File: src/include/mtp_pkg.sv
package mtp_pkg;
    // widths
    localparam int CNT_W = 16;
    localparam int PRE_W = 8;
    localparam int FLG_N = 4;

    // counter presets and reset values
    localparam logic [CNT_W-1:0] CNT_PRESET_HI = 16'hffff;
    localparam logic [CNT_W-1:0] CNT_PRESET_LO = 16'h0000;
    localparam logic [CNT_W-1:0] CNT_RESET = 16'h0000;
    localparam logic [CNT_W-1:0] CNT_ONE = 16'h0001;
    localparam logic [PRE_W-1:0] PRE_RESET = 8'h00;
    localparam logic [FLG_N-1:0] FLG_RESET = 4'h0;

    // mode_select_field encodings
    localparam logic [2:0] MODE_PWM = 3'h1;
    localparam logic [2:0] MODE_CAPTURE = 3'h2;
    localparam logic [2:0] MODE_DUAL = 3'h3;
    localparam logic [2:0] MODE_CAP_TIMER = 3'h4;

    // clock_selector_register encodings
    localparam logic [2:0] CKS_NONE = 3'h0;
    localparam logic [2:0] CKS_PRESCALED = 3'h1;
    localparam logic [2:0] CKS_EXT_EVENT = 3'h2;
    localparam logic [2:0] CKS_PULSE_ACC = 3'h3;
    localparam logic [2:0] CKS_SLOW = 3'h4;

    // software write targets
    localparam logic [1:0] WR_COUNTER_ONE = 2'h0;
    localparam logic [1:0] WR_COUNTER_TWO = 2'h1;
    localparam logic [1:0] WR_RELOAD_A = 2'h2;
    localparam logic [1:0] WR_RELOAD_B = 2'h3;

    // pending flag positions
    localparam int FLG_A = 0;
    localparam int FLG_B = 1;
    localparam int FLG_C = 2;
    localparam int FLG_D = 3;

    // pulse-train sequencer
    typedef enum logic {mtp_pt_idle, mtp_pt_run} mtp_pt_t;
endpackage

File: src/include/mtp_clk_if.sv
`timescale 1ns/10ps
interface mtp_clk_if;
    logic [2:0] sel_one;
    logic [2:0] sel_two;
    logic [7:0] prescale;
    logic pb_event;
    logic pb_level;
    logic tick_one;
    logic tick_two;
    // clock selector side
    modport gen (input sel_one, sel_two, prescale, pb_event, pb_level, output tick_one, tick_two);
    // timer core side
    modport core (output sel_one, sel_two, prescale, pb_event, pb_level, input tick_one, tick_two);
endinterface

File: src/rtl/mtp_clksel.sv
`timescale 1ns/10ps
module mtp_clksel
    import mtp_pkg::*;
(
    // clock and reset
    input wire logic clk_i,
    input wire logic rst_n_i,
    // selector bundle
    mtp_clk_if.gen ck
);
    logic [PRE_W-1:0] pre_cnt;
    logic half;
    wire pre_tick = (pre_cnt == PRE_RESET);

    // one clock source per selector code
    function automatic logic pick(input logic [2:0] sel, input logic pre, input logic slow,
                                  input logic ev, input logic lvl);
        logic t;
        t = 1'b0;
        case (sel)
            CKS_PRESCALED: t = pre;
            CKS_EXT_EVENT: t = ev;
            CKS_PULSE_ACC: t = pre & lvl;
            CKS_SLOW: t = slow;
            default: t = 1'b0;
        endcase
        return t;
    endfunction

    // 8-bit prescaler, divides by prescale+1
    always_ff @(posedge clk_i or negedge rst_n_i)
    begin
        if (!rst_n_i)
            pre_cnt <= PRE_RESET;
        else if (pre_tick)
            pre_cnt <= ck.prescale;
        else
            pre_cnt <= pre_cnt - 8'h01;
    end

    // halved system clock as enable, only meaningful at 32 MHz
    always_ff @(posedge clk_i or negedge rst_n_i)
    begin
        if (!rst_n_i)
            half <= 1'b0;
        else
            half <= ~half;
    end

    // selected enables
    assign ck.tick_one = pick(ck.sel_one, pre_tick, half, ck.pb_event, ck.pb_level);
    assign ck.tick_two = pick(ck.sel_two, pre_tick, half, ck.pb_event, ck.pb_level);
endmodule

File: src/rtl/mtp_timer.sv
`timescale 1ns/10ps
// Functional notes
// five modes; 1, 1a and 2 built here, 3 and 4 hold counters
// two 16-bit down-counters and two 16-bit reload/capture registers
// 8-bit programmable prescaler divides system clock
// clock sources: pulse-accumulate, external event, prescaled, slow half clock
// pwm: counter one reloads alternately from A then B on underflow
// pwm: pin A toggles on each counter one underflow
// pin A starting level follows pin_a_output_level
// stop, reset or pwm entry restarts reload sequence at A
// each reload sets its own pending flag and gated interrupt
// pwm: counter two is plain timer, underflow raises interrupt two
// pulse train needs pwm mode plus pulse_train_enable
// pulse train: underflow toggles A, decrements counter two, stops at end
// pulse train: counter two underflow presets to zero, never reloads
// pulse train yields counter two value plus one pulses
// pulse train starts on pin B edge or software trigger
// software triggers only after timer_block_enable is set
// block disabled at reset; each pulse-train entry restarts at A
// capture: pin A edge copies counter one to A, pin B to B
// capture with preset enable loads register then presets counter to ffff
// capture pulses last at least one system clock
// capture events and counter one underflow raise enabled interrupts
// capture: counter one stopped on event clocks, counter two any source
// pending flags stick until cleared; interrupts follow flag and enable
module mtp_timer
    import mtp_pkg::*;
(
    // clock and reset
    input wire logic clk_i,
    input wire logic rst_n_i,
    // mode control
    input wire logic timer_block_enable_i,
    input wire logic [2:0] mode_select_field_i,
    input wire logic pulse_train_enable_i,
    input wire logic software_trigger_select_i,
    input wire logic software_trigger_bit_i,
    input wire logic pin_a_output_level_i,
    input wire logic pin_a_edge_select_i,
    input wire logic pin_b_edge_select_i,
    input wire logic pin_a_function_enable_i,
    input wire logic pin_b_function_enable_i,
    // clock selection
    input wire logic [2:0] clock_select_one_i,
    input wire logic [2:0] clock_select_two_i,
    input wire logic [PRE_W-1:0] prescale_i,
    // interrupt enables
    input wire logic pin_a_event_irq_enable_i,
    input wire logic pin_b_event_irq_enable_i,
    input wire logic counter_one_underflow_irq_enable_i,
    input wire logic counter_two_underflow_irq_enable_i,
    // software register writes
    input wire logic wr_en_i,
    input wire logic [1:0] wr_sel_i,
    input wire logic [CNT_W-1:0] wr_data_i,
    // pending flag clear, one bit per flag
    input wire logic [FLG_N-1:0] flag_clear_i,
    // timer pins
    input wire logic timer_pin_a_i,
    input wire logic timer_pin_b_i,
    output logic timer_pin_a_o,
    output logic timer_pin_a_oe_n_o,
    // status
    output logic [CNT_W-1:0] counter_one_o,
    output logic [CNT_W-1:0] counter_two_o,
    output logic [CNT_W-1:0] reload_capture_a_o,
    output logic [CNT_W-1:0] reload_capture_b_o,
    output logic [FLG_N-1:0] pending_o,
    output logic irq_one_o,
    output logic irq_two_o
);
    logic rst_q1;
    logic rst_n;
    logic pa_s1;
    logic pa_s2;
    logic pa_s3;
    logic pb_s1;
    logic pb_s2;
    logic pb_s3;
    logic [2:0] sync_warm;
    logic [CNT_W-1:0] counter_one;
    logic [CNT_W-1:0] counter_two;
    logic [CNT_W-1:0] reload_capture_a;
    logic [CNT_W-1:0] reload_capture_b;
    logic [FLG_N-1:0] pending;
    logic phase_b;
    logic pin_a_out;
    logic pin_a_oe_n;
    logic irq_one;
    logic irq_two;
    mtp_pt_t pt_state;
    mtp_pt_t next_pt_state;

    // down-count shared by both counters
    function automatic logic [CNT_W-1:0] dec(input logic [CNT_W-1:0] v);
        return v - CNT_ONE;
    endfunction

    // edge pick: high select means rising edge
    function automatic logic edge_hit(input logic rise, input logic now, input logic prev);
        return rise ? (now & ~prev) : (~now & prev);
    endfunction

    // reset release through two flops, assertion stays asynchronous
    always_ff @(posedge clk_i or negedge rst_n_i)
    begin
        if (!rst_n_i)
        begin
            rst_q1 <= 1'b0;
            rst_n <= 1'b0;
        end
        else
        begin
            rst_q1 <= 1'b1;
            rst_n <= rst_q1;
        end
    end

    // pin synchronisers; third stage only feeds the edge detectors
    always_ff @(posedge clk_i or negedge rst_n)
    begin
        if (!rst_n)
        begin
            {pa_s1, pa_s2, pa_s3} <= 3'h0;
            sync_warm <= 3'h0;
            {pb_s1, pb_s2, pb_s3} <= 3'h0;
        end
        else
        begin
            {pa_s1, pa_s2, pa_s3} <= {timer_pin_a_i, pa_s1, pa_s2};
            sync_warm <= {sync_warm[1:0], 1'b1};
            {pb_s1, pb_s2, pb_s3} <= {timer_pin_b_i, pb_s1, pb_s2};
        end
    end

    // pulses shorter than one clock may be missed by these detectors
    // masked until the third stage holds a real sample, else a pin idling high fakes an edge
    wire pa_edge = sync_warm[2] & edge_hit(pin_a_edge_select_i, pa_s2, pa_s3);
    wire pb_edge = sync_warm[2] & edge_hit(pin_b_edge_select_i, pb_s2, pb_s3);

    // mode decode; modes 3 and 4 leave both counters frozen
    wire en = timer_block_enable_i;
    wire is_pwm = en & (mode_select_field_i == MODE_PWM);
    wire is_pt = is_pwm & pulse_train_enable_i;
    wire is_pwm1 = is_pwm & ~pulse_train_enable_i;
    wire is_cap = en & (mode_select_field_i == MODE_CAPTURE);

    // clock selection for both counters
    mtp_clk_if ck ();
    assign ck.sel_one = clock_select_one_i;
    assign ck.sel_two = clock_select_two_i;
    assign ck.prescale = prescale_i;
    assign ck.pb_event = pb_edge;
    assign ck.pb_level = pb_s2;

    mtp_clksel u_clksel (
        .clk_i(clk_i),
        .rst_n_i(rst_n),
        .ck(ck.gen)
    );

    // counter one enable; pin B is busy capturing in mode 2
    wire c1_stopped = (clock_select_one_i == CKS_NONE);
    wire c1_evt_src = (clock_select_one_i == CKS_EXT_EVENT) | (clock_select_one_i == CKS_PULSE_ACC);
    wire c1_src_ok = ~(is_cap & c1_evt_src);
    wire pt_running = is_pt & (pt_state == mtp_pt_run);
    wire c1_tick = ck.tick_one & c1_src_ok & (is_pwm1 | is_cap | pt_running);
    wire c1_uf = c1_tick & (counter_one == CNT_RESET);
    wire pwm_uf = c1_uf & is_pwm;

    // counter two: own clock, or one step per counter one underflow in pulse train
    wire c2_tick = is_pt ? c1_uf : (ck.tick_two & (is_pwm1 | is_cap));
    wire c2_uf = c2_tick & (counter_two == CNT_RESET);

    // alternating reload source
    wire [CNT_W-1:0] reload_val = phase_b ? reload_capture_b : reload_capture_a;

    // capture events
    wire cap_a = is_cap & pa_edge;
    wire cap_b = is_cap & pb_edge;
    wire cap_preset = (cap_a & pin_a_function_enable_i) | (cap_b & pin_b_function_enable_i);

    // pulse-train start and stop
    wire sw_go = software_trigger_select_i & software_trigger_bit_i;
    wire pt_go = is_pt & (software_trigger_select_i ? sw_go : pb_edge);
    wire pt_end = pt_running & c1_uf & (counter_two == CNT_RESET);

    // software write strobes
    wire wr_c1 = wr_en_i & (wr_sel_i == WR_COUNTER_ONE);
    wire wr_c2 = wr_en_i & (wr_sel_i == WR_COUNTER_TWO);
    wire wr_ra = wr_en_i & (wr_sel_i == WR_RELOAD_A);
    wire wr_rb = wr_en_i & (wr_sel_i == WR_RELOAD_B);

    // counter one: write, then capture preset, then reload, then count
    wire [CNT_W-1:0] next_counter_one =
        wr_c1 ? wr_data_i :
        cap_preset ? CNT_PRESET_HI :
        pwm_uf ? reload_val :
        c1_tick ? dec(counter_one) : counter_one;

    // counter two: zero preset on underflow in pulse train, else wraps to ffff
    wire [CNT_W-1:0] next_counter_two =
        wr_c2 ? wr_data_i :
        (c2_uf & is_pt) ? CNT_PRESET_LO :
        c2_tick ? dec(counter_two) : counter_two;

    // capture registers sample the count before any preset
    wire [CNT_W-1:0] next_reload_capture_a = wr_ra ? wr_data_i : cap_a ? counter_one : reload_capture_a;
    wire [CNT_W-1:0] next_reload_capture_b = wr_rb ? wr_data_i : cap_b ? counter_one : reload_capture_b;

    // sticky flag sources
    wire set_a = (pwm_uf & ~phase_b) | cap_a;
    wire set_b = (pwm_uf & phase_b) | cap_b;
    wire set_c = c1_uf & is_cap;
    wire set_d = c2_uf;
    wire [FLG_N-1:0] flag_set = {set_d, set_c, set_b, set_a};

    // set beats clear so an event in the clear cycle survives
    wire [FLG_N-1:0] next_pending = flag_set | (pending & ~flag_clear_i);

    // reload sequence restarts at A whenever counting was interrupted
    wire phase_restart = ~is_pwm | c1_stopped | (is_pt & ~pt_running);
    wire next_phase_b = phase_restart ? 1'b0 : pwm_uf ? ~phase_b : phase_b;

    // pin A: idle level from software, toggled on each underflow
    wire pin_a_idle = phase_restart;
    wire next_pin_a = pin_a_idle ? pin_a_output_level_i :
                      pwm_uf ? ~pin_a_out : pin_a_out;

    // interrupt lines follow flag and enable
    wire next_irq_one = (pending[FLG_A] & pin_a_event_irq_enable_i) |
                        (pending[FLG_B] & pin_b_event_irq_enable_i) |
                        (pending[FLG_C] & counter_one_underflow_irq_enable_i);
    wire next_irq_two = pending[FLG_D] & counter_two_underflow_irq_enable_i;

    // pulse-train sequencer
    always_comb
    begin
        next_pt_state = pt_state;
        case (pt_state)
            mtp_pt_idle:
            begin
                if (pt_go)
                    next_pt_state = mtp_pt_run;
            end
            mtp_pt_run:
            begin
                if (pt_end || !is_pt)
                    next_pt_state = mtp_pt_idle;
            end
            default: next_pt_state = mtp_pt_idle;
        endcase
    end

    // counters and capture registers
    always_ff @(posedge clk_i or negedge rst_n)
    begin
        if (!rst_n)
        begin
            counter_one <= CNT_RESET;
            counter_two <= CNT_RESET;
            reload_capture_a <= CNT_RESET;
            reload_capture_b <= CNT_RESET;
        end
        else
        begin
            counter_one <= next_counter_one;
            counter_two <= next_counter_two;
            reload_capture_a <= next_reload_capture_a;
            reload_capture_b <= next_reload_capture_b;
        end
    end

    // sequencing, pin and flags
    always_ff @(posedge clk_i or negedge rst_n)
    begin
        if (!rst_n)
        begin
            pt_state <= mtp_pt_idle;
            phase_b <= 1'b0;
            pin_a_out <= 1'b0;
            pin_a_oe_n <= 1'b1;
            pending <= FLG_RESET;
        end
        else
        begin
            pt_state <= next_pt_state;
            phase_b <= next_phase_b;
            pin_a_out <= next_pin_a;
            pin_a_oe_n <= ~(is_pwm & pin_a_function_enable_i);
            pending <= next_pending;
        end
    end

    // registered interrupts, one cycle behind the flags
    always_ff @(posedge clk_i or negedge rst_n)
    begin
        if (!rst_n)
        begin
            irq_one <= 1'b0;
            irq_two <= 1'b0;
        end
        else
        begin
            irq_one <= next_irq_one;
            irq_two <= next_irq_two;
        end
    end

    // outputs straight from flops
    assign timer_pin_a_o = pin_a_out;
    assign timer_pin_a_oe_n_o = pin_a_oe_n;
    assign counter_one_o = counter_one;
    assign counter_two_o = counter_two;
    assign reload_capture_a_o = reload_capture_a;
    assign reload_capture_b_o = reload_capture_b;
    assign pending_o = pending;
    assign irq_one_o = irq_one;
    assign irq_two_o = irq_two;
endmodule

File: config.mk
export PLATFORM = sky130hd
export DESIGN_NAME = mtp_timer
export DESIGN_NICKNAME = d
export VERILOG_FILES = /design/src/include/mtp_pkg.sv /design/src/include/mtp_clk_if.sv /design/src/rtl/mtp_clksel.sv /design/src/rtl/mtp_timer.sv
export SDC_FILE = /design/constraint.sdc
export NUM_CORES = 1
export LEC_CHECK = 0
export BUFFER_PORTS_ARGS = -buffer_cell sky130_fd_sc_hd__buf_2
export CAP_MARGIN = 20
export CORE_MARGIN = 2
export CORE_UTILIZATION = 40
export CTS_CLUSTER_SIZE = 25
export DETAILED_ROUTE_END_ITERATION = 7
export SETUP_SLACK_MARGIN = 0.2
export SLEW_MARGIN = 20
export SYNTH_ARGS = -nofsm -noshare
export SYNTH_HDL_FRONTEND = slang
export SYNTH_HIERARCHICAL = 1
export SYNTH_SLANG_ARGS = --single-unit
File: constraint.sdc
create_clock -name clk_i -period 3.8 [get_ports clk_i]
set_input_delay 0.76 -clock clk_i [delete_from_list [all_inputs] [get_ports clk_i]]
set_output_delay 0.76 -clock clk_i [all_outputs]
set_load 0.01 [all_outputs]
# After elaboration in Yosys (flattened, before gate mapping)
# Index checks and enable logic that the tools add are counted.
# word_totals
regBits	94
latch_bits	0
ramBits	0
rom_bits	0
input_bits	57
output_inout_bits	72
elab_cells	143
memories	0
# op_classes
add_sub_neg	3
mul	0
div	0
order_cmp	0
n_eq_ne	13
shifts	0
n_mux	26
bitwise_logic	67
reduce_logical	12
# ops
operator	n
2-to-1 mux 16 bit	12
AND 1 bit	41
logical NOT 16 bit	2
subtractor 16 x 1 -> 16 bit (second input constant)	2
== test 3 x 2 -> 1 bit (second input constant)	5
NOT 1 bit	13
2-to-1 mux 1 bit	10
bitwise OR 1 bit	10
== test 3 x 1 -> 1 bit (second input constant)	3
logical NOT 8 bit	1
2-to-1 mux 8 bit	1
one-hot mux 1 bit (4 select lines)	2
subtractor 8 x 1 -> 8 bit (second input constant)	1
== test 3 bit (second input constant)	2
nonzero test 2 bit	3
AND 4 bit	1
== test 2 bit (second input constant)	2
NOT 4 bit	1
bitwise OR 4 bit	1
nonzero test 4 bit	1
logical NOT 3 bit	1
nonzero test 3 bit	1
== test 2 x 1 -> 1 bit (second input constant)	1
logical NOT 2 bit	1
3 further kinds	3

# Longest topological paths before layout
# Gate-level depths: netlist of run 1.
# logic_depth
depth_word	13
mapped_depth	12
depth_no_buf	10

# By module
# The synthesis of run 1 kept the hierarchy.
# by_module_without_submodules
mod	instances	cells_per_inst	area_per_inst_um2	seq_area_each_um2
mtp_timer	1	499	4747.1	2128.3
mtp_clksel	1	59	551.8	225.2

# Worst setup path before layout of run 1
# Ideal clock, no wire load.
# synth_timing
kind	flip-flop to flip-flop
start	register u_clksel.pre_cnt[0]
end	register counter_two[8] (netlist: counter_two_o[8])
setup_ns	0.126
arrival_time_ns	3.316
required_time_ns	3.674
slack_ns	0.358
stages_incl_launch_ff	13
n_path_buf	2
synth_period_minus_slack_ns	3.442
path_cell_list	dfrtp_1 -> inv_1 -> ha_1 -> or3b_1 -> buf_2 -> a2111o_1 -> a221oi_2 -> inv_1 -> or3b_1 -> buf_6 -> o21a_4 -> o311a_1 -> a221o_1
# synth_between
elab_chain_len	11
word_cells_on_any_way	14
cone_classes	mux (5); bitwise (7); reduce/logical (2)
# synth_lines
item	line_no	rtl
start, declared	mtp_clksel.sv:11	logic [PRE_W-1:0] pre_cnt;
start signal, assigned	mtp_clksel.sv:36	pre_cnt <= ck.prescale;
start signal, assigned	mtp_clksel.sv:38	pre_cnt <= pre_cnt - 8'h01;
logical NOT 8 bit *	mtp_clksel.sv:13	wire pre_tick = (pre_cnt == PRE_RESET);
AND 1 bit	mtp_clksel.sv:23	CKS_PULSE_ACC: t = pre & lvl;
one-hot mux 1 bit (4 select lines) *	mtp_clksel.sv:20	case (sel)
named net ck.tick_one	mtp_clk_if.sv:8	logic tick_one;
AND 1 bit * (2 in a row)	mtp_timer.sv:167	wire c1_tick = ck.tick_one & c1_src_ok & (is_pwm1 | is_cap | pt_running);
AND 1 bit *	mtp_timer.sv:168	wire c1_uf = c1_tick & (counter_one == CNT_RESET);
2-to-1 mux 1 bit *	mtp_timer.sv:172	wire c2_tick = is_pt ? c1_uf : (ck.tick_two & (is_pwm1 | is_cap));
AND 1 bit	mtp_timer.sv:173	wire c2_uf = c2_tick & (counter_two == CNT_RESET);
AND 1 bit	mtp_timer.sv:204	(c2_uf & is_pt) ? CNT_PRESET_LO :
2-to-1 mux 16 bit	mtp_timer.sv:204	
2-to-1 mux 16 bit	mtp_timer.sv:203	wr_c2 ? wr_data_i :
end signal, assigned	mtp_timer.sv:268	counter_two <= next_counter_two;
end, declared	mtp_timer.sv:82	logic [CNT_W-1:0] counter_two;
# Mark *: on every way through the listed nets, which the timed path passes. The rest lies on a longest branch.
# A chain may end at the register's enable or synchronous reset.

# Final worst setup path of run 1
# Same ends and word-level chain as after synthesis.

==> results of run 1 <==
how the worst max path moves through the flow:
stage / end / cells after the start / slack [ns] / from
floorplan: counter_two_o[8] / 12 / 0.36 / u_clksel/pre_cnt[0]
global placement: counter_two_o[11] / 10 / 0.29 / u_clksel/pre_cnt[0]
detailed placement: counter_two_o[11] / 10 / 0.20 / u_clksel/pre_cnt[0]
CTS: counter_two_o[8] / 10 / 0.28 / u_clksel/pre_cnt[0]
global route: counter_two_o[8] / 10 / 0.21 / u_clksel/pre_cnt[0]
finish: counter_two_o[8] / 10 / 0.36 / u_clksel/pre_cnt[0]
synthesized netlist by cell type (3+ instances only):
master,instances
and3_1,4
nor4_4,3
and3b_1,3
nor2_1,25
nor3_1,16
a211oi_1,5
a31oi_1,4
o21ai_0,53
o22ai_1,21
mux2_2,5
nand2_1,71
a221o_1,9
nor3b_1,8
nand3_1,11
o311ai_0,3
and2_1,4
nand4_1,3
buf_2,5
nand2b_1,5
nand3b_1,5
clkbuf_1,26
or3_1,3
nor4_1,7
xor2_1,10
dfrtp_1,93
buf_6,3
inv_1,18
nor4b_1,4
a21oi_1,24
a211o_1,3
ha_1,5
or4_1,4
xnor2_1,5
mux2i_1,41
cell usage in the layout, fill, tap and decap left out, types with 7 or more instances in the layout:
| cell type | n |
|---|---|
| clkbuf_16 | 9 |
| dfrtp_1 | 92 |
| mux2i_1 | 41 |
| nor3b_1 | 8 |
| nand3_1 | 11 |
| a221o_1 | 9 |
| nand2_1 | 71 |
| xor2_1 | 10 |
| buf_4 | 10 |
| o21ai_0 | 53 |
| a21oi_1 | 24 |
| buf_2 | 128 |
| inv_1 | 18 |
| nor4_1 | 7 |
| o22ai_1 | 21 |
| nor2_1 | 25 |
| nor3_1 | 16 |
final cells by class:
cell class	instances	share of cell area
repair buffers	138	0.113
multi-input cells	409	0.428
flip-flops and latches	94	0.372
clock inverters	4	0.00375
clock buffers	12	0.0388
well taps	176	0.0347
inverters	18	0.0106
worst max-delay path, stage by stage (launching register included):
cell and delay (ns):
dfrtp_1 0.44, inv_1 0.09, ha_2 0.24, or3b_4 0.44, a2111o_1 0.41, a221oi_2 0.30
inv_1 0.07, or3b_4 0.45, o21a_4 0.27, o311a_1 0.35, a221o_1 0.26
routing by layer:
layer / track usage / wire [um] / vias to the layer above
met4: 0.0737 / 263 / 0
met2: 0.368 / 7590 / 156
li1: - / - / 2277
met1: 0.325 / 7470 / 2384
met5: 0 / 0 / -
met3: 0.0541 / 1070 / 16
registers in the layout, indices dropped and copies added, names as in the netlist, 3 cells and up:
name / count
counter_one_o: 16
counter_two_o: 16
pending_o: 4
reload_capture_a_o: 16
reload_capture_b_o: 16
sync_warm: 3
u_clksel/pre_cnt: 8
cells by family (layout without fill, tap and decap cells):
kind of cell / after synthesis / after routing
and+or+nand+nor: 191 / 191
xor gates and xnor gates: 15 / 15
adders and majority gates: 5 / 5
other: 1 / 2
DFF: 94 / 94
muxes: 46 / 46
AOI/OAI and AO/OA: 150 / 150
buffers and inverters: 56 / 172
power by group:
| part | internal [mW] | total, mW | switching, mW |
|---|---|---|---|
| clock network | 0.460 | 0.853 | 0.393 |
| registers | 1.17 | 1.43 | 0.264 |
| logic | 0.337 | 0.727 | 0.390 |
| total | 1.97 | 3.01 | 1.05 |
per-stage QoR:
stage	hold WS, ns	instance area, um2	setup WS (ns)	std cells
floorplan	0.331	5300	0.358	559
global placement	0.331	6070	0.293	835
detailed placement	0.335	6070	0.203	835
CTS	0.166	6340	0.282	851
global route	0.157	6340	0.209	851
finish	0.173	6340	0.359	851
what timing repair did:
item,CTS,global route
cloned,0,0
setup buffers,0,0
pin swaps,0,0
gates resized for setup,1,2
endpoints found under the setup margin,2,7
==> out/qor.yml, run 1 <==
synthDistinctLibCells: 72
drv_slew: 0
netlist_area_um2: 5300
synth-edff-count: 0
synth_mux_area_frac: 0.0881
r2r-start: "u_clksel/pre_cnt[0]"
final_util: 0.485
r2r_slack_ns: 0.36
multi_input_comb_area_um2: 2710
peakVddDrop_uv: 214
ys_ff_latch: 94
skew_ns: 0.00483
cp_max_fo: 8
synth-main-ff-cell: "dfrtp_1"
coreArea_um2: 13100
ys_seq_area_frac: 0.444
reg2reg_depth: 10
worst_pin_slew_ns: 1.09
synth_area_leader_cell: "dfrtp_1"
cts_hold_buf: 0
die_h_um: 119
cap_violations: 0
synth_top_family_by_area: "simple AND/OR/NAND/NOR gates"
cts_root_buf: "clkbuf_16"
fillers: 1294
synth.top_cell.area_share: 0.439
powerDensity_nw_per_um2: 475
grt_usage: 0.236
syn_avg_cell_area_um2: 9.50
num_vias: 4833
status: "finished clean"
maxSlewHeadroom: 0.275
cts_buffer_depth: 2
drc: 0
area_delta_synth_final_pct: 19.7
clk_latency_ns: 0.36
portBuffers: 128
yosysWarnings: 6
hold_violations: 0
end_kind: "flip-flop"
p_total_mw: 3.01
grt_max_degree: 74
wl_per_cell_um: 19.3
grt_pass1_vias: 4646
hold_class: "input port to async pin"
antenna_cells: 0
cts_tree: "done"
drt_pass1_iterations: 6
wl_um: 16400
nets: 732
ant_nets: 0
cp.arrival_ns: 3.68
pin_count: 129
globalRouteOverflowTotal: 0
synthAdderAreaFrac: 0.0118
synthCells: 558
leakage_nw: 2.88
dieWidth_um: 119
rsz0062_at_grt: "false"
startpoint_type: "flip-flop"
htreeDepth: 3
synth_xor_area_frac: 0.0248
post-route-period-util: 0.906
synth_simple_gate_area_share: 0.198
crit_type: "flip-flop to flip-flop"
setup_viol: 0
hpwl_um: 11600
cts_inserted_buffers: 9
start_util: 0.405
gp_congestion: 0.848
die-area_um2: 14200
synth_area_leaders: "dfrtp_1 (44%), mux2i_1 (7.7%), nand2_1 (5.0%)"
timing.final.crit_period_ns: 3.44
row_count: 42
seq_area_um2: 2360
worstPathRequired_ns: 4.04
async_reset_ff_frac: 1.00
drive_above_1_share: 0.270
r2r_end: "counter_two_o[8]"
final.setup.tns_ns: 0
cts.reportedPaths.clkPinSlew_ns: 0.06
cts.sink_count: 94
grt_pass1_wl_um: 25800
dr.first_iter.drc_count: 448
vias_per_cell: 5.68
synth-compound-area-share: 0.187
antenna_found_initial: 0
fmax_mhz: 291
No activity file was read; power rests on OpenSTA's default activity.
==> inputs of run 2 (changes only) <==
==> constraint.sdc (replaced) <==
create_clock -name clk_i -period 3.8 [get_ports clk_i]
set_input_delay 0.38 -clock clk_i [delete_from_list [all_inputs] [get_ports clk_i]]
set_output_delay 0.38 -clock clk_i [all_outputs]
set_load 0.01 [all_outputs]
==> out/qor.yml, run 2 (same netlist as run 1, synthesis figures left out) <==
status: "finished clean"
worst_pin_slew_ns: 1.05  # -0.0396 ns
cp.arrival_ns: 3.68  # about the same
end_kind: "flip-flop"
final.setup.tns_ns: 0  # unchanged
antenna_cells: 0  # unchanged
hold_class: "input port to flip-flop"
wl_um: 16300  # -0.88%
grt_usage: 0.233  # -0.00270
drc: 0  # unchanged
drt_pass1_iterations: 5  # -1
p_total_mw: 3.02  # about the same
coreArea_um2: 13100  # unchanged
dr.first_iter.drc_count: 346  # -23%
grt_pass1_wl_um: 25800  # about the same
wl_per_cell_um: 19.1  # -0.99%
place_inst: 834  # -0.12%
skew_ns: 0.00972  # +0.00489 ns
cts_root_buf: "clkbuf_16"
final_cells: 852  # +0.12%
dieWidth_um: 119  # unchanged
antenna_found_initial: 0  # unchanged
cts_buffer_depth: 2  # unchanged
cts_tree: "done"
grt_pass1_vias: 4783  # +2.9%
globalRouteOverflowTotal: 0  # unchanged
gp_congestion: 0.876  # +3.3%
cts_inserted_buffers: 9  # unchanged
fillers: 1248  # -3.6%
drv_slew: 0  # unchanged
post-route-period-util: 0.907  # +0.00153
startpoint_type: "flip-flop"
htreeDepth: 3  # unchanged
cp_max_fo: 8  # unchanged
setup_viol: 0  # unchanged
peakVddDrop_uv: 248  # +16%
area_delta_synth_final_pct: 20.0
portBuffers: 128  # unchanged
nets: 733  # +0.14%
die_h_um: 119  # unchanged
ant_nets: 0  # unchanged
powerDensity_nw_per_um2: 474  # -0.14%
cts.reportedPaths.clkPinSlew_ns: 0.07  # about the same
cap_violations: 0  # unchanged
worstPathRequired_ns: 4.03  # about the same
cts.sink_count: 94  # unchanged
grt_max_degree: 71  # -4.1%
mostFrequentLayoutCells: "buf_2 (128), dfrtp_1 (92), nand2_1 (71), o21ai_0 (53), mux2i_1 (41)"
num_vias: 4891  # +1.2%
hpwl_um: 11600  # -0.11%
leakage_nw: 2.88  # -0.12%
die-area_um2: 14200  # unchanged
hold_violations: 0  # unchanged
final_util: 0.486  # +0.00105
timing.final.crit_period_ns: 3.45  # +0.00580 ns
start_util: 0.405  # unchanged
row_count: 42  # unchanged
drive_above_1_share: 0.268  # -0.00188
fmax_mhz: 290  # -0.17%
vias_per_cell: 5.74  # +1.1%
crit_type: "flip-flop to flip-flop"
hold_ws_ns: 0.140  # -0.0337 ns
rsz0062_at_grt: "false"
pin_count: 129  # unchanged
final_common_cell: "buf_2"
clk_latency_ns: 0.35  # about the same
maxSlewHeadroom: 0.302  # +0.0264
[run 2: path summary, 6_finish.rpt]
kind	slack (ns)	cells after the start	start	end
worst min-delay path	0.14	1	timer_pin_a_i	pa_s1
worst min register to register	0.35	0	pa_s1	pa_s2
min in group asynchronous	0.34	2	rst_n_i	rst_n
worst max register to register	0.35	10	u_clksel/pre_cnt[0]	counter_two_o[11]
worst max-delay path	0.35	10	u_clksel/pre_cnt[0]	counter_two_o[11]
max in group asynchronous	2.46	1	rst_n	u_clksel/pre_cnt[2]
[run 2: stage by stage]
| stage | setup WS [ns] | area (um2) |
|---|---|---|
| floorplan | 0.358 | 5300 |
| global placement | 0.296 | 6060 |
| detailed placement | 0.202 | 6060 |
| CTS | 0.292 | 6340 |
| global route | 0.221 | 6360 |
| finish | 0.353 | 6360 |
[run 2: cell type report]
cell class / count / area [um2] / area share
Clock buffer: 13 / 250 / 0.0394
Sequential cell: 94 / 2360 / 0.371
Inverter: 18 / 67.6 / 0.0106
Clock inverter: 3 / 20.0 / 0.00315
Multi-Input combinational cell: 409 / 2710 / 0.427
Timing Repair Buffer: 139 / 729 / 0.115
Tap cell: 176 / 220 / 0.0346
[run 2: critical path, cell delays in order (launching register included)]
cell and delay, ns:
dfrtp_1 0.44, inv_1 0.08, ha_2 0.24, or3b_4 0.44
a2111o_1 0.41, a221oi_2 0.29, inv_1 0.07, or3b_4 0.46
o21a_4 0.28, o311a_1 0.35, a221o_1 0.26
[run 2: where the power goes]
group / switching, mW / internal (mW) / total (mW)
clock: 0.386 / 0.462 / 0.847
combinational: 0.388 / 0.338 / 0.726
sequential: 0.273 / 1.17 / 1.44
[run 2: timing repair]
item,CTS,global route
endpoints found under the hold margin,2,0
gates resized for setup,1,2
buffers inserted,0,0
setup endpoints to repair,1,5
gates cloned,0,0
hold buffers,1,0
[run 2: per-layer routing]
layer / track usage / routed length, um / vias up
met4: 0.0662 / 250 / 0
met3: 0.0541 / 1090 / 26
met2: 0.361 / 7470 / 185
li1: - / - / 2273
met1: 0.327 / 7450 / 2407
met5: 0 / 0 / -
